## config.mk

```make
export PLATFORM = sky130hd
export DESIGN_NAME = atatf_regs
export DESIGN_NICKNAME = d
export VERILOG_FILES = /design/src/include/atatf_pkg.sv /design/src/rtl/atatf_regs.sv
export SDC_FILE = /design/constraint.sdc
export NUM_CORES = 1
export LEC_CHECK = 0
export ABC_AREA = 1
export ABC_CLOCK_PERIOD_IN_PS = 1590
export BUFFER_PORTS_ARGS = -buffer_cell sky130_fd_sc_hd__buf_2
export CORE_AREA = 4 4 101 103
export DETAILED_ROUTE_END_ITERATION = 8
export DIE_AREA = 0 0 105 107
export HOLD_SLACK_MARGIN = 0.03
export PLACE_DENSITY_LB_ADDON = 0.05
export SETUP_SLACK_MARGIN = 0.2
export SLEW_MARGIN = 15
export SYNTH_ARGS = -nofsm -noshare
export SYNTH_HDL_FRONTEND = slang
export SYNTH_SLANG_ARGS = --single-unit
```

## constraint.sdc

```tcl
create_clock -name mclk -period 1.59 [get_ports mclk]
set_input_delay 0.159 -clock mclk [delete_from_list [all_inputs] [get_ports mclk]]
set_output_delay 0.159 -clock mclk [all_outputs]
set_load 0.02 [all_outputs]
```

## src/include/atatf_pkg.sv

```systemverilog
//----------------------------------------------------------------
// Purpose: constants and carriers for the task-file register set
// Assumes: 8-bit task-file registers on a 4-bit register offset
// Notes: offsets are the register addresses the host decodes
//----------------------------------------------------------------
package atatf_pkg;
    // register offsets
    localparam logic [3:0] OFS_ERROR = 4'h1;
    localparam logic [3:0] OFS_FEATURE = 4'h1;
    localparam logic [3:0] OFS_SECTOR_COUNT = 4'h2;
    localparam logic [3:0] OFS_SECTOR_NUMBER = 4'h3;
    localparam logic [3:0] OFS_CYLINDER_LOW = 4'h4;
    localparam logic [3:0] OFS_CYLINDER_HIGH = 4'h5;
    localparam logic [3:0] OFS_DEVICE_HEAD = 4'h6;
    localparam logic [3:0] OFS_STATUS = 4'h7;
    localparam logic [3:0] OFS_COMMAND = 4'h7;
    localparam logic [3:0] OFS_ALT_STATUS = 4'hE;
    localparam logic [3:0] OFS_DEVICE_CONTROL = 4'hE;
    localparam logic [3:0] OFS_DRIVE_ADDRESS = 4'hF;
    // device/head fields
    localparam int DH_ONE_HI = 7;
    localparam int DH_LBA = 6;
    localparam int DH_ONE_LO = 5;
    localparam int DH_DRV = 4;
    // status fields
    localparam int ST_BUSY = 7;
    localparam int ST_READY = 6;
    localparam int ST_WRITE_FAULT = 5;
    localparam int ST_SEEK = 4;
    localparam int ST_DRQ = 3;
    localparam int ST_CORRECTED_DATA_FLAG = 2;
    localparam int ST_ZERO = 1;
    localparam int ST_ERR = 0;
    // device control fields
    localparam int DC_SRST = 2;
    localparam int DC_NIEN = 1;
    // error fields
    localparam int ER_BBK = 7;
    localparam int ER_UNC = 6;
    localparam int ER_ID_NOT_FOUND_FLAG = 4;
    localparam int ER_ABORTED_FLAG = 2;
    localparam int ER_ADDRESS_MARK_MISSING_FLAG = 0;
    // reset values, forced device/head ones, full sector count and drive-address bit 7
    localparam logic [7:0] RST_TASK = 8'h00;
    localparam logic [7:0] RST_SECTOR_COUNT = 8'h01;
    localparam logic [7:0] RST_SECTOR_NUMBER = 8'h01;
    localparam logic [7:0] RST_DEVICE_HEAD = 8'hA0;
    localparam logic [7:0] DH_FORCED_ONES = 8'hA0;
    localparam logic [8:0] FULL_SECTOR_COUNT = 9'h100;
    localparam logic DA_UNDEFINED_BIT = 1'b1;

    typedef struct packed {
        logic busy;
        logic ready;
        logic write_fault;
        logic seek_done;
        logic data_request;
        logic corrected;
        logic cmd_error;
        logic bad_block;
        logic uncorrectable;
        logic id_not_found;
        logic aborted;
        logic address_mark_missing;
        logic write_active;
        logic drive_active;
        logic dma_phase;
        logic dma_want;
    } atatf_core_t;

    typedef struct packed {
        logic lba_mode;
        logic drive_select;
        logic [3:0] head;
        logic [27:0] lba;
        logic [15:0] cylinder;
        logic [7:0] sector;
        logic [8:0] sector_total;
        logic [7:0] feature;
    } atatf_task_t;

    typedef enum logic [2:0] {
        ATATF_IDLE = 3'b001,
        ATATF_CMD = 3'b010,
        ATATF_SRST = 3'b100
    } atatf_state_t;
endpackage

```

## src/rtl/atatf_regs.sv

```systemverilog
//----------------------------------------------------------------
// Purpose: task-file registers, status, interrupt and soft reset
// Assumes: host strobes are single-cycle and synchronous to mclk
// Notes: data register and command execution live elsewhere
//----------------------------------------------------------------
`timescale 1ns/1ns
module atatf_regs (
    // clock and reset
    input wire logic mclk,
    input wire logic reset_n,
    // host register port
    input wire logic [3:0] host_addr,
    input wire logic host_rd,
    input wire logic host_wr,
    input wire logic [7:0] host_wdata,
    output logic [7:0] host_rdata,
    output logic host_rvalid,
    // command engine side
    input wire atatf_pkg::atatf_core_t core_in,
    input wire logic core_done,
    input wire logic core_block_ready,
    input wire logic core_count_load,
    input wire logic [7:0] core_count_value,
    output logic cmd_strobe,
    output logic [7:0] cmd_code,
    output atatf_pkg::atatf_task_t task_out,
    output logic soft_reset,
    output logic intrq,
    output logic int_status_bit,
    output logic dma_request
);
    import atatf_pkg::*;

    //----------------------------------------------------------------
    // state
    //----------------------------------------------------------------
    atatf_state_t state_r, state_nxt;
    logic [7:0] feature_r, feature_nxt;
    logic [7:0] scount_r, scount_nxt;
    logic [7:0] sector_r, sector_nxt;
    logic [7:0] cyl_low_r, cyl_low_nxt;
    logic [7:0] cyl_high_r, cyl_high_nxt;
    logic [7:0] devhead_r, devhead_nxt;
    logic [7:0] error_r, error_nxt;
    logic srst_r, srst_nxt;
    logic nien_r, nien_nxt;
    logic pending_r, pending_nxt;
    logic intrq_r, intrq_nxt;
    logic int_status_r, int_status_nxt;
    logic dma_r, dma_nxt;
    logic cmd_strobe_r, cmd_strobe_nxt;
    logic [7:0] cmd_code_r, cmd_code_nxt;
    logic [7:0] rdata_r, rdata_nxt;
    logic rvalid_r, rvalid_nxt;
    atatf_task_t task_r, task_nxt;
    logic busy_view;
    logic [7:0] status_view;
    logic [7:0] drive_addr_view;
    logic wr_task;

    //----------------------------------------------------------------
    // status and mirror views
    //----------------------------------------------------------------
    always_comb begin
        // busy also shown while command is handed over
        busy_view = core_in.busy || (state_r != ATATF_IDLE);
        status_view = 8'h00;
        status_view[ST_BUSY] = busy_view;
        status_view[ST_READY] = core_in.ready && !srst_r;
        status_view[ST_WRITE_FAULT] = core_in.write_fault;
        status_view[ST_SEEK] = core_in.seek_done;
        status_view[ST_DRQ] = core_in.data_request;
        status_view[ST_CORRECTED_DATA_FLAG] = core_in.corrected;
        // bit 1 zero, bit 0 error
        status_view[ST_ZERO] = 1'b0;
        status_view[ST_ERR] = core_in.cmd_error;
        drive_addr_view[7] = DA_UNDEFINED_BIT;
        drive_addr_view[6] = !core_in.write_active;
        drive_addr_view[5:2] = ~devhead_r[3:0];
        drive_addr_view[1] = !(core_in.drive_active && devhead_r[DH_DRV]);
        drive_addr_view[0] = !(core_in.drive_active && !devhead_r[DH_DRV]);
    end

    //----------------------------------------------------------------
    // next-state logic
    //----------------------------------------------------------------
    always_comb begin
        state_nxt = state_r;
        feature_nxt = feature_r;
        scount_nxt = scount_r;
        sector_nxt = sector_r;
        cyl_low_nxt = cyl_low_r;
        cyl_high_nxt = cyl_high_r;
        devhead_nxt = devhead_r;
        error_nxt = error_r;
        srst_nxt = srst_r;
        nien_nxt = nien_r;
        pending_nxt = pending_r;
        cmd_strobe_nxt = 1'b0;
        cmd_code_nxt = cmd_code_r;
        rdata_nxt = rdata_r;
        rvalid_nxt = host_rd;
        wr_task = host_wr && !busy_view;

        if (host_rd && host_addr == OFS_STATUS) begin
            pending_nxt = 1'b0;
        end
        if (host_rd) begin
            case (host_addr)
                OFS_ERROR: rdata_nxt = error_r;
                OFS_SECTOR_COUNT: rdata_nxt = scount_r;
                OFS_SECTOR_NUMBER: rdata_nxt = sector_r;
                OFS_CYLINDER_LOW: rdata_nxt = cyl_low_r;
                OFS_CYLINDER_HIGH: rdata_nxt = cyl_high_r;
                OFS_DEVICE_HEAD: rdata_nxt = devhead_r;
                OFS_STATUS: rdata_nxt = status_view;
                OFS_ALT_STATUS: rdata_nxt = status_view;
                OFS_DRIVE_ADDRESS: rdata_nxt = drive_addr_view;
                default: rdata_nxt = RST_TASK;
            endcase
        end

        if (wr_task) begin
            case (host_addr)
                OFS_FEATURE: feature_nxt = host_wdata;
                OFS_SECTOR_COUNT: scount_nxt = host_wdata;
                OFS_SECTOR_NUMBER: sector_nxt = host_wdata;
                OFS_CYLINDER_LOW: cyl_low_nxt = host_wdata;
                OFS_CYLINDER_HIGH: cyl_high_nxt = host_wdata;
                // bits 7 and 5 kept at one
                OFS_DEVICE_HEAD: devhead_nxt = host_wdata | DH_FORCED_ONES;
                OFS_COMMAND: begin
                    cmd_strobe_nxt = 1'b1;
                    cmd_code_nxt = host_wdata;
                    pending_nxt = 1'b0;
                end
                default: begin
                end
            endcase
        end

        if (host_wr && host_addr == OFS_DEVICE_CONTROL) begin
            // soft reset held while bit set
            srst_nxt = host_wdata[DC_SRST];
            nien_nxt = host_wdata[DC_NIEN];
        end

        if (core_count_load) begin
            scount_nxt = core_count_value;
        end
        if (core_done) begin
            error_nxt = 8'h00;
            error_nxt[ER_BBK] = core_in.bad_block;
            error_nxt[ER_UNC] = core_in.uncorrectable;
            error_nxt[ER_ID_NOT_FOUND_FLAG] = core_in.id_not_found;
            error_nxt[ER_ABORTED_FLAG] = core_in.aborted;
            error_nxt[ER_ADDRESS_MARK_MISSING_FLAG] = core_in.address_mark_missing;
        end
        // completion sets interrupt only when enabled, set beats clear
        if ((core_done || core_block_ready) && !nien_r) begin
            pending_nxt = 1'b1;
        end

        case (state_r)
            ATATF_IDLE: begin
                if (cmd_strobe_nxt) begin
                    state_nxt = ATATF_CMD;
                end
            end
            ATATF_CMD: begin
                if (core_in.busy || core_done) begin
                    state_nxt = ATATF_IDLE;
                end
            end
            ATATF_SRST: begin
                if (!srst_nxt) begin
                    state_nxt = ATATF_IDLE;
                end
            end
            default: state_nxt = ATATF_IDLE;
        endcase

        // soft reset restores task file, keeps control
        if (srst_nxt) begin
            state_nxt = ATATF_SRST;
            feature_nxt = RST_TASK;
            scount_nxt = RST_SECTOR_COUNT;
            sector_nxt = RST_SECTOR_NUMBER;
            cyl_low_nxt = RST_TASK;
            cyl_high_nxt = RST_TASK;
            devhead_nxt = RST_DEVICE_HEAD;
            error_nxt = RST_TASK;
            pending_nxt = 1'b0;
            cmd_strobe_nxt = 1'b0;
        end

        intrq_nxt = pending_nxt && !nien_nxt;
        int_status_nxt = pending_nxt && !nien_nxt;
        // DMA request needs busy or data request
        dma_nxt = core_in.dma_phase && core_in.dma_want && (core_in.busy || core_in.data_request);

        task_nxt.lba_mode = devhead_nxt[DH_LBA];
        task_nxt.drive_select = devhead_nxt[DH_DRV];
        task_nxt.head = devhead_nxt[3:0];
        task_nxt.lba = {devhead_nxt[3:0], cyl_high_nxt, cyl_low_nxt, sector_nxt};
        task_nxt.cylinder = {cyl_high_nxt, cyl_low_nxt};
        task_nxt.sector = sector_nxt;
        task_nxt.sector_total = (scount_nxt == 8'h00) ? FULL_SECTOR_COUNT : {1'b0, scount_nxt};
        task_nxt.feature = feature_nxt;
    end

    //----------------------------------------------------------------
    // registers
    //----------------------------------------------------------------
    always_ff @(posedge mclk or negedge reset_n) begin
        if (!reset_n) begin
            state_r <= ATATF_IDLE;
            feature_r <= RST_TASK;
            scount_r <= RST_SECTOR_COUNT;
            sector_r <= RST_SECTOR_NUMBER;
            cyl_low_r <= RST_TASK;
            cyl_high_r <= RST_TASK;
            devhead_r <= RST_DEVICE_HEAD;
            error_r <= RST_TASK;
            srst_r <= 1'b0;
            nien_r <= 1'b0;
            pending_r <= 1'b0;
            intrq_r <= 1'b0;
            int_status_r <= 1'b0;
            dma_r <= 1'b0;
            cmd_strobe_r <= 1'b0;
            cmd_code_r <= RST_TASK;
            rdata_r <= RST_TASK;
            rvalid_r <= 1'b0;
            task_r <= '0;
        end else begin
            state_r <= state_nxt;
            feature_r <= feature_nxt;
            scount_r <= scount_nxt;
            sector_r <= sector_nxt;
            cyl_low_r <= cyl_low_nxt;
            cyl_high_r <= cyl_high_nxt;
            devhead_r <= devhead_nxt;
            error_r <= error_nxt;
            srst_r <= srst_nxt;
            nien_r <= nien_nxt;
            pending_r <= pending_nxt;
            intrq_r <= intrq_nxt;
            int_status_r <= int_status_nxt;
            dma_r <= dma_nxt;
            cmd_strobe_r <= cmd_strobe_nxt;
            cmd_code_r <= cmd_code_nxt;
            rdata_r <= rdata_nxt;
            rvalid_r <= rvalid_nxt;
            task_r <= task_nxt;
        end
    end

    assign host_rdata = rdata_r;
    assign host_rvalid = rvalid_r;
    assign cmd_strobe = cmd_strobe_r;
    assign cmd_code = cmd_code_r;
    assign task_out = task_r;
    assign soft_reset = srst_r;
    assign intrq = intrq_r;
    assign int_status_bit = int_status_r;
    assign dma_request = dma_r;
endmodule

```

==> impl_metrics.csv, run 1 <==
group,metric,value,unit
run_status,status,"complete, but fails checks",
run_status,violations,"negative setup slack",
power_and_ir_drop,p_seq_share,41.3,%
clocking,clk-insertion-delay-late,0.36,ns
layout,drive_above_1_share,45.6,%
floorplan,die_x,105,um
route,vias,3994,
floorplan,dieArea,11200,um^2
synthesis,ys_warn_count,0,
route,viasPerCell,5.13,
sta,hold_viol,0,
power_and_ir_drop,clock_power_share,25.3,%
sta,tightest_slew,0.531,ns
worst_setup_path,critPathKind,"reg2reg",
sta,finalCriticalPeriod,1.68,ns
global_routing,antenna_found_initial,0,
clocking,numCtsBuffers,9,
power_and_ir_drop,power_density,1100,nW/um^2
synthesis,synth_top_area_cell,"dfrtp_1",
floorplan,start_util,45.8,%
power_and_ir_drop,p_total,6.50,mW
clocking,h-tree-depth,3,
layout,fill_cells,791,
clocking,cts_sinks,86,
route,drc,0,
power_and_ir_drop,swShare,34.9,%
clocking,clock_path_buffers,2,
route,wire_per_inst,17.1,um
floorplan,die_h,107,um
power_and_ir_drop,p_leak,3.17,nW
layout,diodes,0,
global_routing,grt_pass1_wl,20500,um
synthesis,synth_area_per_cell,8.40,um^2
global_routing,grt_overflow,0,
worst_setup_path,crit_fanout,3,
synthesis,syn_inst,501,
route,drtIter0Drc,198,
sta,whs,0.0443,ns
global_routing,grt_start_max_net_pins,38,
floorplan,io_pins,140,
clocking,clk_pin_slew_worst_paths,0.08,ns
global_routing,grt_pass1_vias,3948,
worst_setup_path,cp_cell_sequence,"inv_2 > nor2_2 > nand4_1 > buf_4 > buf_6 > nor2_4 > inv_2 > nand2_4 > buf_12 > o22ai_2",
placed_design,dp_hpwl,9990,um
worst_setup_path,arrival,1.91,ns
layout,final_cell_mix,"138 x buf_2, 92 x nand2_1, 81 x dfrtp_1",
global_routing,grt_usage,23.4,%
route,drt-pass1-iter-count,5,
power_and_ir_drop,combPwrFrac,33.4,%
worst_setup_path,slowest_delay,0.54,ns
layout,syn_to_final_growth,39.7,%
power_and_ir_drop,power.switching,2.27,mW
synthesis,synth_top_area_share,48.7,%
route,detail-route-antenna-nets,0,
synthesis,synth.net_count,544,
sta,fmax,595,MHz
power_and_ir_drop,irDropWorstVdd,555,uV
clocking,cts_tree,"done",
route,drt-total-wl,13300,um
clocking,cts_root_buf,"clkbuf_8",
placed_design,port_buffers,139,
sta,fin_ws,-0.0900,ns
worst_setup_path,path_buf_inv,5,
synthesis,ys_types,33,
layout,fin_nets,706,
power_and_ir_drop,p_int,4.23,mW
flow_run,maxCapViolations,0,
hold_path,hp-class,"in2reg",
sta,fin_worst_skew,0.00985,ns
floorplan,core-area,9200,um^2
worst_setup_path,startpoint_type,"flop",
worst_setup_path,critPathSlowestCell,"dfstp_2",
synthesis,ys_seq_elements,86,
floorplan,rows,35,
sta,setup_viol,23,
worst_setup_path,required,1.82,ns
worst_setup_path,end_kind,"flop",
synthesis,syn_area,4210,um^2
placed_design,gp_congestion,0.920,
sta,slew_headroom,64.5,%
sta,drv_slew,0,
sta,rsz0062_at_grt,"true",
sta,period_share,106,%
synthesis,yosys-top-cells-area,"dfrtp_1 49%, nand2_1 10%, buf_4 7.8%, inv_1 5.7%, o22ai_1 4.0%",
worst_setup_path,critical-path-top-delay-family,"flip-flops",
layout,final_common_cell,"buf_2",
worst_setup_path,crit_path_frequent_cell,"inv_2",
synthesis,synth-seq-area-share,51.2,%
[repair_timing]
action,CTS,global route
endpoints found under the hold margin,27,0
hold buffers,6,0
setup buffers,7,7
pin swaps,9,17
endpoints found under the setup margin,68,70
gates resized for setup,48,58
cloned,1,1
[logic make-up (layout without fill, tap and decap cells)]
kind of cell	Yosys count	in the layout	synth area share, %
AO/OA/AOI/OAI	93	93	12.8
buffers and inverters	123	289	15.6
multiplexers	3	3	0.802
AND/OR/NAND/NOR	196	196	19.6
flip-flops	86	86	51.2
[power groups by stage]
stage	Sequential [mW]	Combinational, mW	Clock [mW]
2_1_floorplan	2.95	0.806	0
3_3_place_gp	2.71	1.75	0
3_5_place_dp	2.71	1.78	0
4_1_cts	2.67	1.92	1.67
5_1_grt	2.73	2.34	1.75
6_report	2.69	2.17	1.64
[Yosys cell counts, drive strengths merged]
master,instances
o21bai,1
dfstp,4
o211a,1
o21ai,38
a21oi,18
a22oi,3
clkbuf,6
nor4,1
o221ai,1
a211oi,1
mux2,3
clkinv,1
o211ai,1
o22ai,27
nand3,29
o2111ai,2
inv,65
nand4,6
buf,51
nand2,122
dfrtp,82
nor3,2
nor2,36
[path summary, 6_finish.rpt]
kind / start / to / slack, ns / depth (start not counted)
min reg2reg: host_rdata[7]$_DFFE_PN0P_ / host_rdata[7]$_DFFE_PN0P_ / 0.48 / 2
max in group asynchronous: reset_n / state_r[0]$_DFFE_PN1P_ / 0.74 / 3
min in group asynchronous: reset_n / task_out[2]$_DFFE_PN0P_ / 0.26 / 2
min: core_in[0] / dma_request$_DFF_PN0_ / 0.04 / 2
max: state_r[0]$_DFFE_PN1P_ / devhead_r[3]$_DFFE_PN0P_ / -0.09 / 10
max reg2reg: state_r[0]$_DFFE_PN1P_ / devhead_r[3]$_DFFE_PN0P_ / -0.09 / 10
[sequential cells by signal, indices dropped and copies added, names as in the netlist]
signal	flops
dma_request	1
sector_r	1
task_out	44
int_status_bit	1
host_rdata	8
pending_r	1
devhead_r	4
soft_reset	1
cmd_code	8
error_r	5
scount_r	6
host_rvalid	1
nien_r	1
cmd_strobe	1
state_r	3
[through the flow]
step / instances / setup TNS [ns] / cell area [um^2] / util (%) / setup slack (ns)
floorplan: 501 / 0 / 4270 / - / 0.114
global placement: 741 / -0.721 / 5080 / 55.3 / -0.0921
detailed placement: 741 / -1.82 / 5080 / 55.3 / -0.131
CTS: 770 / -0.234 / 5560 / 60.5 / -0.0300
global route: 778 / -4.69 / 5880 / 64.0 / -0.173
finish: 778 / -0.747 / 5880 / 64.0 / -0.0900
[final cells by class]
class	count	area [um^2]	share of cell area, %
flip-flops and latches	86	2160	36.7
multi-input cells	292	1750	29.8
repair buffers	207	1360	23.1
inverters	66	258	4.38
clock buffers	12	165	2.81
well taps	111	139	2.36
clock inverters	3	42.5	0.723
repair inverters	1	7.51	0.128
[metal layers]
metal  global-route usage [%]  part of all wire [%]  vias to the layer above
met5                        0                     0                        -
met4                     7.78                   1.7                        0
met3                     4.33                   6.6                       19
met2                     38.6                    48                      165
met1                     31.1                    43                     1903
li1                         -                     -                     1907
(Power assumes the default switching activity.)
==> inputs of run 2 (changes only) <==
- ABC_AREA: 1 -> not set
- CORE_AREA: 4 4 101 103 -> 4 4 104 106
- CTS_CLUSTER_SIZE: not set -> 24
- DIE_AREA: 0 0 105 107 -> 0 0 108 110
==> run 2 against run 1 <==
The run still ends with negative setup slack left. Combinational power fell by 15%. Clock power increased by 7%. Cell area increased by 13%.
==> impl_metrics.csv, run 2 <==
group,metric,value,unit
placed_design,gp_congestion,0.888,
synthesis,async_reset_ff_share,100,%
hold_path,hp-class,"in2reg",
route,drtIter0Drc,221,
power_and_ir_drop,swShare,34.1,%
synthesis,ys_seq_elements,86,
layout,final_cell_mix,"138 x buf_2, 81 x dfrtp_1, 64 x buf_4",
route,drc,0,
sta,finalCriticalPeriod,1.80,ns
sta,slew_headroom,68.9,%
flow_run,maxCapViolations,0,
layout,drive_above_1_share,55.6,%
global_routing,grt_pass1_vias,4141,
floorplan,io_pins,140,
floorplan,die_h,110,um
sta,fmax,556,MHz
sta,fin_setup_tns,-7.14,ns
synthesis,synth_area_per_cell,10.1,um^2
power_and_ir_drop,combPwrFrac,29.9,%
sta,rsz0062_at_grt,"true",
power_and_ir_drop,p_leak,3.28,nW
sta,tightest_slew,0.467,ns
run_status,violations,"negative setup slack",
synthesis,yosys-top-cells-area,"dfrtp_1 45%, buf_4 7.3%, mux2i_1 6.3%, nor2_1 3.1%, nand3_1 2.7%",
sta,hold_viol,0,
placed_design,place_ws,-0.245,ns
synthesis,synth_most_common_cell,"dfrtp_1",
power_and_ir_drop,power_density,934,nW/um^2
power_and_ir_drop,p_int,4.08,mW
clocking,cts_sinks,86,
layout,syn_to_final_growth,44.1,%
clocking,clk-insertion-delay-late,0.38,ns
power_and_ir_drop,clock_power_share,28.3,%
synthesis,syn_area,4600,um^2
floorplan,dieArea,11900,um^2
hold_path,hold_path_end,"dma_request$_DFF_PN0_",
sta,setup_viol,64,
worst_setup_path,critPathKind,"reg2reg",
hold_path,min_path_cells,2,
worst_setup_path,end_kind,"flop",
worst_setup_path,reg2reg_slack,-0.21,ns
floorplan,core-area,9770,um^2
route,wire_per_inst,20.6,um
layout,fin_nets,671,
global_routing,grt_overflow,0,
synthesis,ys_types,63,
worst_setup_path,crit_fanout,6,
layout,final_common_cell,"buf_2",
route,drt-total-wl,15800,um
sta,fin_ws,-0.209,ns
floorplan,rows,36,
clocking,clock_path_buffers,2,
synthesis,synthTopCellsByCount,"82 x dfrtp_1, 45 x buf_4, 38 x nor2_1",
synthesis,syn_inst,457,
route,drt-pass1-iter-count,7,
worst_setup_path,r2r_cells,7,
worst_setup_path,startpoint_type,"flop",
power_and_ir_drop,p_total,6.19,mW
synthesis,ys_warn_count,0,
worst_setup_path,r2r-end,"devhead_r[6]$_DFFE_PN0P_",
synthesis,ys.flop_type,"dfrtp_1",
clocking,cts_tree,"done",
synthesis,synth_top_area_cell,"dfrtp_1",
global_routing,grt_usage,26.1,%
clocking,h-tree-depth,3,
layout,diodes,0,
run_status,status,"complete, but fails checks",
worst_setup_path,arrival,2.11,ns
route,vias,4212,
clocking,numCtsBuffers,9,
synthesis,synth_top_area_share,44.6,%
sta,fin_worst_skew,0.0155,ns
floorplan,start_util,47.0,%
global_routing,grt_pass1_wl,23000,um
global_routing,antenna_found_initial,0,
clocking,clk_pin_slew_worst_paths,0.10,ns
power_and_ir_drop,p_seq_share,41.8,%
power_and_ir_drop,power.switching,2.11,mW
synthesis,synth-seq-area-share,46.9,%
synthesis,synth-edff-count,0,
synthesis,synth.net_count,500,
power_and_ir_drop,irDropWorstVdd,569,uV
hold_path,hp-start,"core_in[0]",
sta,period_share,113,%
layout,fin_cells,766,
layout,largest_reg_flops,44,
worst_setup_path,required,1.90,ns
route,viasPerCell,5.50,
placed_design,dp_hpwl,10800,um
route,detail-route-antenna-nets,0,
sta,whs,0.0459,ns
clocking,cts_root_buf,"clkbuf_8",
placed_design,port_buffers,139,
floorplan,die_x,108,um
worst_setup_path,r2r_start,"state_r[0]$_DFFE_PN1P_",
global_routing,grt_start_max_net_pins,87,
sta,drv_slew,0,
placed_design,dp_cells,723,
==> run 2: worst max-delay path, stage by stage (launching register included) <==
cell and delay (ns):
dfstp_2 0.54, nor4b_4 0.24, and3_4 0.30, buf_8 0.16, buf_8 0.15, buf_6 0.11
nand3_2 0.09, a21oi_2 0.15
==> run 2: layout make-up <==
class / instances / area [um^2]
Clock inverter: 6 / 92.6
Multi-Input combinational cell: 281 / 2450
Fill cell: 789 / 3150
Clock buffer: 10 / 128
Inverter: 20 / 75.1
Timing Repair Buffer: 230 / 1550
Tap cell: 133 / 166
Sequential cell: 86 / 2160
==> run 2: cells by family (layout without fill, tap and decap cells) <==
| family | after synthesis | after routing | share of synthesized area [%] |
|---|---|---|---|
| and+or+nand+nor | 133 | 137 | 15.4 |
| AOI/OAI and AO/OA | 102 | 102 | 15.4 |
| muxes | 41 | 41 | 9.96 |
| xor gates and xnor gates | 1 | 1 | 0.191 |
| buffers and inverters | 94 | 266 | 12.2 |
| DFF | 86 | 86 | 46.9 |
==> run 2: per-layer routing <==
metal	GRT usage, %	routed length (um)
met5	0	0
met4	10.0	385
met3	4.25	903
met2	45.2	8010
met1	32.8	6500
==> run 2: how the worst max path moves through the flow <==
stage | end | from
finish | devhead_r[6]$_DFFE_PN0P_ | state_r[0]$_DFFE_PN1P_
global route | task_out[11]$_DFF_PN0_ | state_r[1]$_DFFE_PN0P_
CTS | task_out[16]$_DFF_PN0_ | state_r[0]$_DFFE_PN1P_
detailed placement | task_out[16]$_DFF_PN0_ | state_r[0]$_DFFE_PN1P_
global placement | task_out[16]$_DFF_PN0_ | state_r[0]$_DFFE_PN1P_
floorplan | cmd_code[6]$_DFFE_PN0P_ | state_r[0]$_DFFE_PN1P_
==> run 2: per-stage QoR <==
| step | utilization (%) | instance area [um^2] |
|---|---|---|
| floorplan | - | 4680 |
| global placement | 57.3 | 5600 |
| detailed placement | 57.3 | 5600 |
| CTS | 64.7 | 6330 |
| global route | 67.8 | 6630 |
| finish | 67.8 | 6630 |
==> run 2: repair_timing <==
item | in CTS | in global routing
buffers inserted | 12 | 7
hold buffers | 4 | 0
pin swaps | 37 | 26
resized for setup | 73 | 52
hold endpoints to repair | 85 | 0
endpoints found under the setup margin | 72 | 73
gates cloned | 4 | 0
==> run 2: power groups by stage <==
stage                     sequential, mW  clock (mW)  combinational (mW)
after floorplan                     2.73           0               0.810
after global placement              2.61           0                1.58
after detailed placement            2.62           0                1.59
after CTS                           2.58        1.78                1.74
after global routing                2.61        1.85                1.97
final                               2.59        1.75                1.85
==> inputs of run 3 (changes only) <==
- ABC_CLOCK_PERIOD_IN_PS: 1590 -> 2100
- BUFFER_PORTS_ARGS: -buffer_cell sky130_fd_sc_hd__buf_2 -> not set
- CORE_AREA: 4 4 104 106 -> 4 4 97 99
- DIE_AREA: 0 0 108 110 -> 0 0 101 103
- DONT_BUFFER_PORTS: not set -> 1
- HOLD_SLACK_MARGIN: 0.03 -> 0.1
- clock period: 1.59 -> 2.1 ns (I/O delays scaled with it)
==> run 3 against run 2 <==
The run ends with negative hold slack left. Global-route usage rose by 0.98 points. Flip-flop and latch count unchanged. Non-clock buffer count shrank 173. Cell area down 24%. Combinational power fell by 62%. Cell count shrank 26%. Worst hold slack got worse by 0.52 ns. Setup slack better by 0.48 ns. Core utilization down 9.2 points. Critical path depth down 1. Clock skew down 0.0057 ns. Sequential share of layout area increased by 10 points. Largest cell class is now flip-flops and latches.
==> impl_metrics.csv, run 3 (synthesized netlist as in run 2, its figures left out) <==
group,metric,value,unit
route,drt-pass1-iter-count,8,
sta,setup_viol,0,
worst_setup_path,reg2reg_slack,0.27,ns
layout,fin_area,5010,um^2
worst_setup_path,slowest_delay,0.55,ns
worst_setup_path,critPathSlowestCell,"dfstp_2",
clocking,cts_root_buf,"clkbuf_8",
worst_setup_path,critPathKind,"reg2reg",
clocking,clk-insertion-delay-late,0.37,ns
run_status,violations,"negative hold slack",
layout,largest_reg_flops,44,
power_and_ir_drop,irDropWorstVdd,375,uV
floorplan,core-area,8550,um^2
sta,rsz0062_at_grt,"true",
layout,fin_nets,494,
layout,drive_above_1_share,16.4,%
floorplan,dieArea,10400,um^2
sta,drv_slew,0,
route,vias,3560,
run_status,status,"complete, but fails checks",
global_routing,grt_overflow,0,
floorplan,rows,34,
worst_setup_path,r2r_start,"state_r[0]$_DFFE_PN1P_",
layout,diodes,0,
worst_setup_path,arrival,2.10,ns
layout,final_core_utilization,58.6,%
worst_setup_path,crit_fanout,13,
clocking,numCtsBuffers,9,
worst_setup_path,critical-path-top-delay-family,"simple AND/OR/NAND/NOR gates",
floorplan,die_x,101,um
sta,fmax,548,MHz
power_and_ir_drop,power_density,811,nW/um^2
sta,hold_viol,86,
worst_setup_path,required,2.37,ns
placed_design,gp_congestion,0.878,
sta,whs,-0.475,ns
route,drc,0,
power_and_ir_drop,p_leak,2.33,nW
route,detail-route-antenna-nets,0,
route,drt-total-wl,13900,um
clocking,h-tree-depth,3,
power_and_ir_drop,p_total,4.07,mW
clocking,clock_path_buffers,2,
clocking,clk_pin_slew_worst_paths,0.09,ns
floorplan,die_h,103,um
placed_design,place_area,4390,um^2
worst_setup_path,critical_path.endpoint,"task_out[16]$_DFF_PN0_",
worst_setup_path,r2r-end,"task_out[16]$_DFF_PN0_",
clocking,cts_tree,"done",
flow_run,maxCapViolations,0,
global_routing,grt_pass1_wl,20800,um
worst_setup_path,cp_cell_sequence,"nor4b_4 > buf_6 > and3_2 > o21ai_0 > o2bb2ai_1 > nor4_2",
global_routing,grt_pass1_vias,3436,
floorplan,start_util,53.8,%
placed_design,dp_hpwl,9010,um
global_routing,grt_start_max_net_pins,87,
sta,finalCriticalPeriod,1.83,ns
floorplan,io_pins,140,
layout,syn_to_final_growth,9.04,%
sta,period_share,86.9,%
worst_setup_path,path_buf_inv,1,
worst_setup_path,crit_cells,6,
layout,final_common_cell,"dfrtp_1",
layout,final_cell_mix,"81 x dfrtp_1, 38 x nor2_1, 36 x dlygate4sd3_1",
worst_setup_path,r2r_cells,6,
sta,fin_setup_tns,0,ns
worst_setup_path,startpoint_type,"flop",
clocking,cts_sinks,86,
sta,fin_worst_skew,0.00987,ns
worst_setup_path,end_kind,"flop",
hold_path,hp-class,"in2async",
global_routing,grt_usage,27.0,%
worst_setup_path,crit_start,"state_r[0]$_DFFE_PN1P_",
global_routing,antenna_found_initial,0,
route,drtIter0Drc,221,
sta,slew_headroom,63.6,%
route,wire_per_inst,24.6,um
placed_design,port_buffers,0,
sta,tightest_slew,0.547,ns
route,viasPerCell,6.31,
## run 3: changes by cell type in the layout (fill, tap and decap cells not counted), sizes merged, moves of 2 or more
| cell | change |
|---|---|
| buf | -205 |
| clkinv | +3 |
| dlygate4sd3 | +32 |
| nand2 | -2 |
| nand3 | -2 |
## run 3: power breakdown
part           switching [mW]  internal (mW)  total [mW]
logic                   0.376          0.322       0.698
clock network           0.638          0.589        1.23
registers               0.315           1.83        2.14
total                    1.33           2.74        4.07
## run 3: what timing repair did
| action | in CTS | in global routing |
|---|---|---|
| hold buffers | 35 | 1 |
| gates resized for setup | 1 | 7 |
| setup buffers | 0 | 4 |
| setup endpoints to repair | 1 | 18 |
| hold endpoints to repair | 157 | 87 |
| pin swaps | 0 | 1 |
## run 3: per-stage QoR
step	hold slack (ns)	std cells	worst slack (ns)
6_report	-0.475	564	0.275
5_1_grt	-0.499	564	0.179
4_1_cts	-0.487	559	0.216
3_5_place_dp	-0.0830	508	0.218
3_3_place_gp	-0.0831	508	0.283
2_1_floorplan	-0.0856	457	0.291
## run 3: cell type report
type,count,area [um^2]
clock buffers,10,138
flip-flops and latches,86,2160
well taps,108,135
multi-input cells,277,1900
clock inverters,6,68.8
repair buffers,57,534
fillers,724,3540
inverters,20,75.1
## run 3: worst min-delay path by stage
stage	startpoint	end	cells after the start
2_1_floorplan	reset_n	cmd_code[0]$_DFFE_PN0P_	0
3_3_place_gp	reset_n	devhead_r[3]$_DFFE_PN0P_	0
3_5_place_dp	reset_n	task_out[65]$_DFFE_PN0P_	0
4_1_cts	reset_n	task_out[33]$_DFFE_PN0P_	0
5_1_grt	reset_n	task_out[23]$_DFFE_PN0P_	0
6_report	reset_n	devhead_r[3]$_DFFE_PN0P_	0
## run 3: layer usage
metal	track usage [%]	up-vias	part of all wire, %
li1	-	1575	-
met1	35.0	1800	40
met5	0	-	0
met3	5.95	23	8.0
met4	9.10	0	2.1
met2	45.3	162	49
## run 3: worst register-to-register path, delay by kind of cell (launching register included)
kind                   cells  cell delay, ns
DFF                        1            0.55
and+or+nand+nor            3            0.68
buffers and inverters      1            0.20
AOI/OAI and AO/OA          2            0.30
